`config.mk`:
```
export PLATFORM = sky130hd
export DESIGN_NAME = sdcr_top
export DESIGN_NICKNAME = d
export VERILOG_FILES = /design/src/rtl/sdcr_pkg.sv /design/src/rtl/sdcr_if.sv /design/src/rtl/sdcr_seed_loader.sv /design/src/rtl/sdcr_top.sv
export SDC_FILE = /design/constraint.sdc
export NUM_CORES = 1
export LEC_CHECK = 0
export ABC_CLOCK_PERIOD_IN_PS = 3590
export BUFFER_PORTS_ARGS = -buffer_cell sky130_fd_sc_hd__buf_2
export CAP_MARGIN = 10
export CORE_MARGIN = 3
export CORE_UTILIZATION = 50
export DETAILED_ROUTE_END_ITERATION = 7
export HOLD_SLACK_MARGIN = 0.12
export PLACE_DENSITY_LB_ADDON = 0.08
export SETUP_SLACK_MARGIN = 0.3
export SLEW_MARGIN = 10
export SYNTH_ARGS = -nofsm -noshare
export SYNTH_HDL_FRONTEND = slang
export SYNTH_SLANG_ARGS = --single-unit
```
`constraint.sdc`:
```
create_clock -name CLK -period 3.59 [get_ports CLK]
set_clock_uncertainty 0.1 [all_clocks]
set_input_delay 0.359 -clock CLK [delete_from_list [all_inputs] [get_ports CLK]]
set_output_delay 0.359 -clock CLK [all_outputs]
set_load 0.03 [all_outputs]
```
`src/rtl/sdcr_pkg.sv`:
```
// Constants for the modulator configuration register block.
// Assumes one 100 MHz clock and a register port fed by the serial engine.
//
// Notes on behaviour
// (RULE1) Reset value 0x200B4A at offset 0x06.
// (RULE2) Seed code picks zero, LSB, or fixed seeds.
// (RULE3) Seed stored; loaded on frequency change if bit8.
// (RULE4) Bypass ignores modulator; clock follows core enable.
// (RULE5) Software clears bypass fractional, sets it integer.
// (RULE6) Core enable picks which write starts autocalibration.
// (RULE7) Core enable zero disables core, one runs it.
// (RULE8) Software writes init 7 and clock config 0.
`default_nettype none

package sdcr_pkg;

    // ****************************************************************
    // Register map and field layout.
    // ****************************************************************
    localparam int          ADDR_W          = 6;
    localparam int          DATA_W          = 24;
    localparam int          CFG_W           = 23;
    localparam int          SEED_W          = 24;
    localparam logic [5:0]  CFG_OFFSET      = 6'h06;
    localparam logic [22:0] CFG_RESET       = 23'h200B4A;
    localparam int          SEED_LSB        = 0;
    localparam int          SEED_MSB        = 1;
    localparam int          BYPASS_BIT      = 7;
    localparam int          INIT_LSB        = 8;
    localparam int          INIT_MSB        = 10;
    localparam int          LOAD_EN_BIT     = 8;
    localparam int          CORE_ON_BIT     = 11;
    localparam int          AUTO_CLK_BIT    = 21;

    // ****************************************************************
    // Seed codes and the values they select.
    // ****************************************************************
    typedef logic [1:0] sdcr_seed_code_t;
    localparam logic [23:0] SEED_ZERO       = 24'h000000;
    localparam logic [23:0] SEED_LSB_VAL    = 24'h000001;
    localparam logic [23:0] SEED_FIX_A      = 24'hB29D08;
    localparam logic [23:0] SEED_FIX_B      = 24'h50F1CD;
    // The active seed starts as the default code selects.
    localparam logic [23:0] SEED_RESET      = 24'hB29D08;

endpackage

`default_nettype wire

```
`src/rtl/sdcr_if.sv`:
```
// Interface between the register block and its seed loader.
// Assumes both ends share the block clock and synchronised reset.
`default_nettype none

interface sdcr_if
    import sdcr_pkg::*;
(
    input wire logic clk,
    input wire logic rst_n
);
    sdcr_seed_code_t    seed_code;     // Stored seed selection.
    logic               load_en;       // Seed transfer enable.
    logic               freq_change;   // Frequency change strobe.
    logic [SEED_W-1:0]  seed_value;    // Seed handed to the modulator.
    logic               seed_load;     // One-cycle load pulse.

    modport cfg (
        input  clk,
        input  rst_n,
        output seed_code,
        output load_en,
        output freq_change,
        input  seed_value,
        input  seed_load
    );

    modport ldr (
        input  clk,
        input  rst_n,
        input  seed_code,
        input  load_en,
        input  freq_change,
        output seed_value,
        output seed_load
    );
endinterface

`default_nettype wire

```
`src/rtl/sdcr_seed_loader.sv`:
```
// Seed loader: turns the stored seed code into the modulator seed.
// Assumes the frequency change strobe is a one-cycle pulse.
`default_nettype none

module sdcr_seed_loader
    import sdcr_pkg::*;
(
    sdcr_if.ldr bus
);

    // ****************************************************************
    // Seed lookup.
    // ****************************************************************
    // Maps a seed code onto its starting value.
    function automatic logic [SEED_W-1:0] seed_of(sdcr_seed_code_t c);
        logic [SEED_W-1:0] v;
        v = SEED_ZERO;
        unique case (c)
            2'h0: v = SEED_ZERO;
            2'h1: v = SEED_LSB_VAL;
            2'h2: v = SEED_FIX_A;
            2'h3: v = SEED_FIX_B;
        endcase
        return v;
    endfunction

    logic [SEED_W-1:0] seed_reg;      // Seed held by the modulator.
    logic [SEED_W-1:0] seed_next;     // Next held seed.
    logic              load_reg;      // Load pulse register.
    wire logic         do_load;       // Transfer condition.

    // The seed moves only on a change with the enable set.
    assign do_load   = bus.freq_change && bus.load_en; // RULE3
    assign seed_next = do_load ? seed_of(bus.seed_code) : seed_reg; // RULE2

    // Holding stage; stays put between frequency changes.
    always_ff @(posedge bus.clk or negedge bus.rst_n)
    begin
        if (!bus.rst_n)
        begin
            seed_reg <= SEED_RESET;
            load_reg <= 1'b0;
        end
        else
        begin
            seed_reg <= seed_next;
            load_reg <= do_load;
        end
    end

    assign bus.seed_value = seed_reg;
    assign bus.seed_load  = load_reg;

    // ****************************************************************
    // Checks.
    // ****************************************************************
    property p_seed_load;
        @(posedge bus.clk) disable iff (!bus.rst_n)
        (bus.freq_change && bus.load_en) |=>
            (bus.seed_load && bus.seed_value == seed_of($past(bus.seed_code)));
    endproperty
    a_seed_load: assert property (p_seed_load) // RULE3
        else $error("Seed not loaded on frequency change.");

    property p_seed_hold;
        @(posedge bus.clk) disable iff (!bus.rst_n)
        !(bus.freq_change && bus.load_en) |=>
            ($stable(bus.seed_value) && !bus.seed_load);
    endproperty
    a_seed_hold: assert property (p_seed_hold) // RULE3
        else $error("Seed changed without a qualified change.");

    property p_seed_fix_a;
        @(posedge bus.clk) disable iff (!bus.rst_n)
        (do_load && bus.seed_code == 2'h2) |=>
            bus.seed_value == 24'hB29D08;
    endproperty
    a_seed_fix_a: assert property (p_seed_fix_a) // RULE2
        else $error("Seed code two gave a wrong value.");

    property p_seed_fix_b;
        @(posedge bus.clk) disable iff (!bus.rst_n)
        (do_load && bus.seed_code == 2'h3) |=>
            bus.seed_value == 24'h50F1CD;
    endproperty
    a_seed_fix_b: assert property (p_seed_fix_b) // RULE2
        else $error("Seed code three gave a wrong value.");

    property p_cov_blocked;
        @(posedge bus.clk) disable iff (!bus.rst_n)
        bus.freq_change && !bus.load_en;
    endproperty
    c_cov_blocked: cover property (p_cov_blocked);

endmodule

`default_nettype wire

```
`src/rtl/sdcr_top.sv`:
```
// Modulator configuration register with seed transfer and core control.
// Assumes a register port from the serial engine on the same clock,
// and strobes for frequency writes and frequency changes on that clock.
`default_nettype none

module sdcr_top
    import sdcr_pkg::*;
(
    input  wire logic              CLK,           // 100 MHz clock.
    input  wire logic              RSTN,          // Asynchronous reset.
    input  wire logic              REG_WE,        // Register write strobe.
    input  wire logic              REG_RE,        // Register read strobe.
    input  wire logic [ADDR_W-1:0] REG_ADDR,      // Register address.
    input  wire logic [DATA_W-1:0] REG_WDATA,     // Write data.
    output logic      [DATA_W-1:0] REG_RDATA,     // Read data, registered.
    input  wire logic              INT_WR,        // Integer freq write.
    input  wire logic              FRAC_WR,       // Fractional freq write.
    input  wire logic              FREQ_CHANGE,   // Frequency change.
    output logic                   AUTOCAL_START, // Autocalibration start.
    output logic                   MOD_BYPASS,    // Modulator output bypass.
    output logic                   CORE_ON,       // Fractional core on.
    output logic                   MOD_CLK_EN,    // Modulator clock enable.
    output logic      [2:0]        INIT_CFG,      // Initialization field.
    output logic                   AUTO_CLK_CFG,  // Auto clock config bit.
    output logic      [SEED_W-1:0] MOD_SEED,      // Seed into modulator.
    output logic                   MOD_SEED_LOAD  // Seed load pulse.
);

    // ****************************************************************
    // Reset release.
    // ****************************************************************
    // Reset is released through two stages so that every flop leaves
    // reset on the same edge; assertion stays asynchronous.
    logic rst_meta_reg;   // First stage, read only by the second.
    logic rst_n;          // Synchronised reset for the whole block.

    always_ff @(posedge CLK or negedge RSTN)
    begin
        if (!RSTN)
        begin
            rst_meta_reg <= 1'b0;
            rst_n        <= 1'b0;
        end
        else
        begin
            rst_meta_reg <= 1'b1;
            rst_n        <= rst_meta_reg;
        end
    end

    // ****************************************************************
    // Address decode.
    // ****************************************************************
    // Shared decode for the read and write paths.
    function automatic logic hits_cfg(logic [ADDR_W-1:0] a);
        return a == CFG_OFFSET;
    endfunction

    wire logic wr_hit;   // Write aimed at the configuration register.
    wire logic rd_hit;   // Read aimed at the configuration register.

    assign wr_hit = REG_WE && hits_cfg(REG_ADDR);
    assign rd_hit = REG_RE && hits_cfg(REG_ADDR);

    // ****************************************************************
    // Configuration storage.
    // ****************************************************************
    logic [CFG_W-1:0]  cfg_reg;    // Stored configuration.
    logic [CFG_W-1:0]  cfg_next;   // Next stored configuration.
    logic [DATA_W-1:0] rd_reg;     // Read data register.
    logic [DATA_W-1:0] rd_next;    // Next read data.

    // Writes store every field, seed included; the seed is not
    // applied here but waits for a frequency change.
    assign cfg_next = wr_hit ? REG_WDATA[CFG_W-1:0] : cfg_reg; // RULE3

    // Unmapped reads return zero; bit 23 always reads zero.
    assign rd_next = rd_hit ? {1'b0, cfg_reg} : '0;

    // Register update, reset to the documented default.
    always_ff @(posedge CLK or negedge rst_n)
    begin
        if (!rst_n)
        begin
            cfg_reg <= CFG_RESET; // RULE1
            rd_reg  <= '0;
        end
        else
        begin
            cfg_reg <= cfg_next;
            rd_reg  <= rd_next;
        end
    end

    assign REG_RDATA = rd_reg;

    // ****************************************************************
    // Field decode and control outputs.
    // ****************************************************************
    wire logic core_on;   // Fractional core enable field.
    wire logic bypass;    // Modulator output bypass field.

    assign core_on = cfg_reg[CORE_ON_BIT];
    assign bypass  = cfg_reg[BYPASS_BIT];

    // The bypass only hides the modulator result; it does not gate the
    // modulator clock, so isolation can be tested in integer mode.
    assign MOD_BYPASS   = bypass;  // RULE4
    assign CORE_ON      = core_on; // RULE7
    assign MOD_CLK_EN   = core_on; // RULE4 RULE7
    assign INIT_CFG     = cfg_reg[INIT_MSB:INIT_LSB];
    assign AUTO_CLK_CFG = cfg_reg[AUTO_CLK_BIT];

    // With the core off the integer write starts calibration, with it
    // on the fractional write does; this is combinational so that the
    // start lines up with the write strobe itself.
    assign AUTOCAL_START = core_on ? FRAC_WR : INT_WR; // RULE6

    // ****************************************************************
    // Seed loader.
    // ****************************************************************
    sdcr_if u_bus (
        .clk   (CLK),
        .rst_n (rst_n)
    );

    // The enable is the stored bit 8, so a write and a change in the
    // same cycle use the value stored before that write.
    assign u_bus.seed_code   = cfg_reg[SEED_MSB:SEED_LSB];
    assign u_bus.load_en     = cfg_reg[LOAD_EN_BIT]; // RULE3
    assign u_bus.freq_change = FREQ_CHANGE;

    sdcr_seed_loader u_loader (
        .bus (u_bus.ldr)
    );

    assign MOD_SEED      = u_bus.seed_value;
    assign MOD_SEED_LOAD = u_bus.seed_load;

    // ****************************************************************
    // Checks.
    // ****************************************************************
    property p_reset_value;
        @(posedge CLK)
        ($rose(rst_n) && !REG_RE) ##1 (REG_RE && !REG_WE &&
            hits_cfg(REG_ADDR) && $past(!REG_WE)) |=>
            REG_RDATA == 24'h200B4A;
    endproperty
    a_reset_value: assert property (p_reset_value) // RULE1
        else $error("Register did not read back its reset value.");

    property p_write_read;
        @(posedge CLK) disable iff (!rst_n)
        wr_hit ##1 (rd_hit && !REG_WE) |=>
            REG_RDATA == {1'b0, $past(REG_WDATA[CFG_W-1:0], 2)};
    endproperty
    a_write_read: assert property (p_write_read) // RULE3
        else $error("Read after write returned other data.");

    property p_unmapped;
        @(posedge CLK) disable iff (!rst_n)
        (REG_RE && !hits_cfg(REG_ADDR)) |=> REG_RDATA == '0;
    endproperty
    a_unmapped: assert property (p_unmapped)
        else $error("Unmapped read returned nonzero data.");

    property p_clk_follows_core;
        @(posedge CLK) disable iff (!rst_n)
        wr_hit |=> (MOD_CLK_EN == $past(REG_WDATA[CORE_ON_BIT]) &&
            MOD_BYPASS == $past(REG_WDATA[BYPASS_BIT]));
    endproperty
    a_clk_follows_core: assert property (p_clk_follows_core) // RULE4
        else $error("Clock enable or bypass did not follow the write.");

    property p_cal_frac;
        @(posedge CLK) disable iff (!rst_n)
        core_on |-> (AUTOCAL_START == FRAC_WR);
    endproperty
    a_cal_frac: assert property (p_cal_frac) // RULE6
        else $error("Calibration start not from fractional write.");

    property p_cal_int;
        @(posedge CLK) disable iff (!rst_n)
        !core_on |-> (AUTOCAL_START == INT_WR && !MOD_CLK_EN);
    endproperty
    a_cal_int: assert property (p_cal_int) // RULE7
        else $error("Core off but calibration or clock misbehaved.");

    // Fields other than bypass and the clock enable follow the write.
    property p_fields_follow;
        @(posedge CLK) disable iff (!rst_n)
        wr_hit |=> (INIT_CFG == $past(REG_WDATA[INIT_MSB:INIT_LSB]) &&
            AUTO_CLK_CFG == $past(REG_WDATA[AUTO_CLK_BIT]) &&
            CORE_ON == $past(REG_WDATA[CORE_ON_BIT]));
    endproperty
    a_fields_follow: assert property (p_fields_follow) // RULE7
        else $error("Stored fields did not follow the write.");

    // Read data stands for one cycle only and then drops to zero.
    property p_rd_idle;
        @(posedge CLK) disable iff (!rst_n)
        !REG_RE |=> REG_RDATA == '0;
    endproperty
    a_rd_idle: assert property (p_rd_idle)
        else $error("Read data stood without a read.");

    // A read in the same cycle as a write returns the older word.
    property p_rw_same;
        @(posedge CLK) disable iff (!rst_n)
        (rd_hit && wr_hit) |=> REG_RDATA == {1'b0, $past(cfg_reg)};
    endproperty
    a_rw_same: assert property (p_rw_same) // RULE3
        else $error("Read with a write did not return the old word.");

    property p_cov_frac_load;
        @(posedge CLK) disable iff (!rst_n)
        core_on && !bypass && MOD_SEED_LOAD;
    endproperty
    c_cov_frac_load: cover property (p_cov_frac_load);

    property p_cov_int_cal;
        @(posedge CLK) disable iff (!rst_n)
        !core_on && bypass && INT_WR;
    endproperty
    c_cov_int_cal: cover property (p_cov_int_cal);

    property p_cov_wr_then_change;
        @(posedge CLK) disable iff (!rst_n)
        wr_hit ##1 FREQ_CHANGE;
    endproperty
    c_cov_wr_then_change: cover property (p_cov_wr_then_change);

endmodule

`default_nettype wire

```
==> results.yml, run 1 <==
yosys:
  yosys_warnings: 0
  synthTopCellsByCount: "44 x dfrtp_1, 25 x buf_4, 23 x and2_1, 20 x mux2_4, 9 x dfstp_2"
  ys_seq_elements: 53
  netlist.area_leader.share_pct: 50.7
  yosysMostFrequentCell: "dfrtp_1"
  ys.flop_type: "dfrtp_1"
  syn_area_um2: 2170
  ys_seq_area_share_pct: 61.5
  async_reset_ff_share_pct: 100
  syn_inst: 146
  synth.largest_area_cell: "dfrtp_1"
  syn_avg_cell_area_um2: 14.9
  synth.top_cells.by_area: "dfrtp_1 51%, mux2_4 14%, dfstp_2 11%"
  synth_cell_type_count: 18
  synth_edf_count: 0
hold_path:
  hold_end: "cfg_reg[9]$_DFFE_PN1P_"
  worst_hold_startpoint: "REG_WDATA[9]"
  hp-class: "in2reg"
  hold_path_depth: 2
sta:
  setup_viol: 0
  hold_slack_ns: 0.181
  timing.final.hold_violations: 0
  fin_tns_setup_ns: 0
  tightest_slew_ns: 1.04
  fin_crit_sh_pct: 50.9
  drv_slew: 0
  rsz0062_at_grt: "no"
  max_freq_mhz: 547
  relSlewSlack_pct: 30.5
  period_minus_slack_ns: 1.83
global_routing:
  gr-total-overflow: 0
  antenna_found_initial: 0
  grt_max_degree: 52
  grt_pass1_wl_um: 6090
  grtUsageTotal_pct: 15.5
  grt_pass1_vias: 1218
route:
  first_iter_violations: 48
  vias: 1219
  drc: 0
  totalWireLength_um: 3700
  drtPass1Iterations: 2
  antenna_left: 0
  via_per_inst: 4.57
  drt-wirelength-per-cell_um: 13.9
power_and_ir_drop:
  seqPwrFrac_pct: 55.4
  p_comb_share_pct: 18.9
  p_sw_uw: 363
  switching_share_pct: 29.1
  clkPwrFrac_pct: 25.7
  leakagePower_uw: 0.00143
  power_density_nw_per_um2: 493
  power.internal_uw: 887
  ir_drop_mv: 0.242
critical_path:
  crit_required_ns: 3.13
  reg2reg_depth: 2
  path_cells: "mux2_2 -> buf_2"
  endpoint_kind: "output port"
  slowest_delay_ns: 0.57
  crit_type: "reg2out"
  start_kind: "flop"
  cp_max_fo: 5
  reg2reg_to: "u_loader.bus.seed_value[0]$_DFFE_PN0P_"
  r2r_setup_slack_ns: 2.37
  crit_path_top_delay_cell: "dfstp_2"
  r2r_start: "cfg_reg[8]$_DFFE_PN1P_"
  arrival_ns: 1.37
final_layout:
  antenna_cells: 0
  fin_nets: 253
  stdcell_count: 267
  syn_to_final_growth_pct: 16.8
  drive_gt1_share_pct: 59.4
clocking:
  cts_tree: "yes"
  postCtsHoldBufs: 1
  numCtsBuffers: 5
  cts_sinks: 53
  cts_max_level: 2
  cts_setup_buffers: 0
  postCtsResizedCells: 0
  ctsLongestPathBuffers: 2
  clk_pin_slew_ns: 0.09
  cts_root_buf: "clkbuf_8"
  insertion_delay_ns: 0.30
run_status:
  status: "completed"
run:
  drv_cap: 0
floorplanning:
  start_util_pct: 53.2
  die_area_um2: 5170
  core.rowCount: 23
  ioPinCount: 94
  die_y_um: 71.9
  die_w_um: 71.9
  core_area_um2: 4090
place:
  io_buffers: 84
  dp_cells: 258
  place_congestion: 0.695
  dp_hpwl_um: 2630
area by class of cell:
type	count	area (um^2)
clock buffers	7	76.3
clock inverters	1	7.51
fillers	376	1550
inverters	1	3.75
multi-input cells	69	612
flip-flops and latches	53	1340
well taps	50	62.6
repair buffers	86	438
worst max-delay path by stage:
stage	from	end	slack (ns)	cells past startpoint
floorplan	rst_n$_DFF_PN0_	REG_RDATA[0]$_DFF_PN0_	1.92	0
global placement	REG_ADDR[5]	cfg_reg[2]$_DFFE_PN0P_	1.69	5
detailed placement	REG_ADDR[5]	cfg_reg[0]$_DFFE_PN0P_	1.65	5
CTS	cfg_reg[11]$_DFFE_PN1P_	AUTOCAL_START	1.74	2
global route	cfg_reg[11]$_DFFE_PN1P_	AUTOCAL_START	1.70	2
finish	cfg_reg[11]$_DFFE_PN1P_	AUTOCAL_START	1.76	2
cells by family (layout without fill, tap and decap cells):
group / count (synthesis) / after routing / synth area share [%]
compound gates: 2 / 2 / 0.461
buf+inv: 31 / 95 / 11.5
flops: 53 / 53 / 61.5
mux: 26 / 26 / 16.9
other cells: 2 / 9 / 0.346
simple gates: 32 / 32 / 9.21
critical path: cells and delay by family, from the launching register on:
kind,cells,cell delay (ns)
DFF,1,0.57
muxes,1,0.33
buffers and inverters,1,0.17
metrics by stage:
step | power [uW] | area [um^2] | setup slack, ns | util [%]
finish | 1250 | 2540 | 1.76 | 62.1
global route | 1320 | 2540 | 1.70 | 62.1
CTS | 1270 | 2540 | 1.74 | 62.1
detailed placement | 943 | 2440 | 1.65 | 59.8
global placement | 938 | 2440 | 1.69 | 59.8
floorplan | 915 | 2200 | 1.92 | -
per-layer routing:
| layer | vias to the layer above | track usage [%] | part of all wire (%) |
|---|---|---|---|
| met1 | 586 | 21.0 | 40 |
| met3 | 7 | 5.96 | 11 |
| met2 | 56 | 23.2 | 48 |
| met4 | 0 | 5.01 | 1.3 |
| met5 | - | 0 | 0 |
| li1 | 570 | - | - |
cells in the final DEF, fill, tap and decap left out, types with 2 or more instances in the layout:
cell type   n
buf_2      84
dfrtp_1    43
and2_1     23
mux2_4     20
conb_1      9
dfstp_2     9
mux2_2      6
clkbuf_8    5
nand2_1     4
o21ai_0     2
clkbuf_1    2
power groups by stage:
stage               clock network (uW)  logic, uW  registers, uW
global placement                     0        236            702
detailed placement                   0        238            705
finish                             322        237            693
global route                       363        250            704
floorplan                            0        188            727
CTS                                336        239            695
No activity file was read; power rests on OpenSTA's default activity.
==> inputs of run 2 (changes only) <==
ABC_AREA = 1   (was unset)
ABC_CLOCK_PERIOD_IN_PS = 1480   (was 3590)
CORE_UTILIZATION = 43   (was 50)
clock period = 1.48 ns   (was 3.59 ns; I/O delays follow)
==> run 2 against run 1 <==
Compared with the run above:
- flip-flop and latch count did not move
- clock power increased to 3.0 times the previous value
- sequential share of layout area is 11 points lower
- critical path depth up 2
- non-clock buffer count up 39
- critical endpoint unchanged
- highest routed layer unchanged
==> results.yml, run 2 <==
run_status:
  status: "completed"
power_and_ir_drop:
  ir_drop_mv: 0.576
  power_density_nw_per_um2: 1080
  leakagePower_uw: 0.00172
critical_path:
  slowest_delay_ns: 0.58
  crit_family: "flip-flops"
  path_cells: "inv_2 -> nand2_2 -> nand2_2 -> buf_6"
  path_buf_inv: 2
  crit_type: "reg2out"
  start_kind: "flop"
  cp_common_cell: "nand2_2"
  arrival_ns: 1.17
  cp_max_fo: 4
  crit_required_ns: 1.23
  crit_path_top_delay_cell: "dfstp_2"
  endpoint_kind: "output port"
yosys:
  ys.flop_type: "dfrtp_1"
  yosysMostFrequentCell: "nand2_1"
  synthTopCellsByCount: "58 x nand2_1, 44 x dfrtp_1, 27 x buf_4, 27 x inv_1, 23 x nand4_1"
  ys_seq_elements: 53
  async_reset_ff_share_pct: 100
  yosys_warnings: 0
  ys_seq_area_share_pct: 59.5
  synth.largest_area_cell: "dfrtp_1"
  syn_inst: 229
  syn_area_um2: 2250
  synth_edf_count: 0
  syn_avg_cell_area_um2: 9.81
  synth.top_cells.by_area: "dfrtp_1 49%, dfstp_2 11%, nand2_1 9.7%"
  netlist.area_leader.share_pct: 49.0
  synth_cell_type_count: 15
final_layout:
  final_area_um2: 3180
  drive_gt1_share_pct: 41.0
  final_common_cell: "buf_2"
  post-route-util_pct: 65.1
  layout_common_cells: "61 x buf_2, 53 x nand2_1, 42 x dfrtp_1"
  antenna_cells: 0
  syn_to_final_growth_pct: 41.4
  fillers: 425
  fin_nets: 370
sta:
  fin_crit_sh_pct: 95.5
  period_minus_slack_ns: 1.41
  timing.final.hold_violations: 0
  drv_slew: 0
  fin_tns_setup_ns: 0
  rsz0062_at_grt: "yes"
  setup_viol: 0
  max_freq_mhz: 707
clocking:
  insertion_delay_ns: 0.30
  cts_max_level: 2
  cts_sinks: 53
  cts_tree: "yes"
  cts_root_buf: "clkbuf_8"
  clk_pin_slew_ns: 0.09
  numCtsBuffers: 5
  ctsLongestPathBuffers: 2
global_routing:
  grtUsageTotal_pct: 16.8
  antenna_found_initial: 0
  gr-total-overflow: 0
  grt_pass1_wl_um: 8150
  grt_max_degree: 52
  grt_pass1_vias: 1774
place:
  place_congestion: 0.691
  placed_cell_area_um2: 2580
  io_buffers: 84
  dp_hpwl_um: 2990
floorplanning:
  ioPinCount: 94
  start_util_pct: 46.1
  die_y_um: 78.3
  core.rowCount: 25
  core_area_um2: 4880
  die_w_um: 78.3
  die_area_um2: 6130
route:
  drt-wirelength-per-cell_um: 12.3
  drtPass1Iterations: 4
  first_iter_violations: 104
  via_per_inst: 4.45
  totalWireLength_um: 4950
  drc: 0
  antenna_left: 0
  vias: 1786
run:
  drv_cap: 0
hold_path:
  hp-class: "reg2async"
run 2: power breakdown:
part | internal (uW) | leakage, uW | total (uW) | switching (uW)
Sequential | 1580 | 0.000690 | 1670 | 91.3
Clock | 502 | 0.0000552 | 955 | 452
Combinational | 350 | 0.000970 | 816 | 466
run 2: worst paths after layout:
kind | end | startpoint | cells past startpoint | slack [ns]
max | AUTOCAL_START | cfg_reg[11]$_DFFE_PN1P_ | 4 | 0.07
min | REG_RDATA[21]$_DFF_PN0_ | rst_n$_DFF_PN0_ | 1 | 0.14
max reg2reg | u_loader.bus.seed_value[21]$_DFFE_PN1P_ | cfg_reg[8]$_DFFE_PN1P_ | 4 | 0.38
min reg2reg | REG_RDATA[21]$_DFF_PN0_ | rst_n$_DFF_PN0_ | 1 | 0.14
max in group asynchronous | rst_n$_DFF_PN0_ | RSTN | 3 | 0.56
min in group CLK | cfg_reg[1]$_DFFE_PN1P_ | REG_WE | 4 | 0.24
run 2: area by class of cell:
class	count	area [um^2]	area share, %
sequential	53	1340	42.2
timing repair buffer	125	945	29.7
multi-input combinational	121	601	18.9
inverter	27	101	3.19
tap	67	83.8	2.64
clock buffer	6	72.6	2.28
clock inverter	2	35.0	1.10
run 2: metal layers:
layer | global-route usage [%] | vias to the layer above | part of all wire, %
met5 | 0 | - | 0
met3 | 4.59 | 7 | 5.2
li1 | - | 876 | -
met1 | 19.5 | 849 | 39
met2 | 30.7 | 54 | 55
met4 | 4.20 | 0 | 1.2
run 2: through the flow:
step / setup WS, ns / hold slack [ns] / std cells / power, uW
floorplan: 0.347 / -0.248 / 236 / 2190
global placement: 0.215 / -0.166 / 358 / 2280
detailed placement: 0.185 / -0.164 / 358 / 2290
CTS: 0.0863 / 0.167 / 397 / 3440
global route: 0.0266 / 0.177 / 401 / 3600
finish: 0.0665 / 0.145 / 401 / 3440
run 2: what timing repair did:
| action | in CTS | in global routing |
|---|---|---|
| hold endpoints to repair | 30 | 0 |
| pin swaps | 1 | 2 |
| hold buffers | 27 | 0 |
| setup endpoints to repair | 24 | 26 |
| resized for setup | 43 | 11 |
| buffers inserted | 4 | 4 |
run 2: logic make-up after synthesis:
kind of cell / synth area share, %
flops: 59.5
buf+inv: 15.9
other cells: 0.334
compound gates: 0.668
simple gates: 23.6
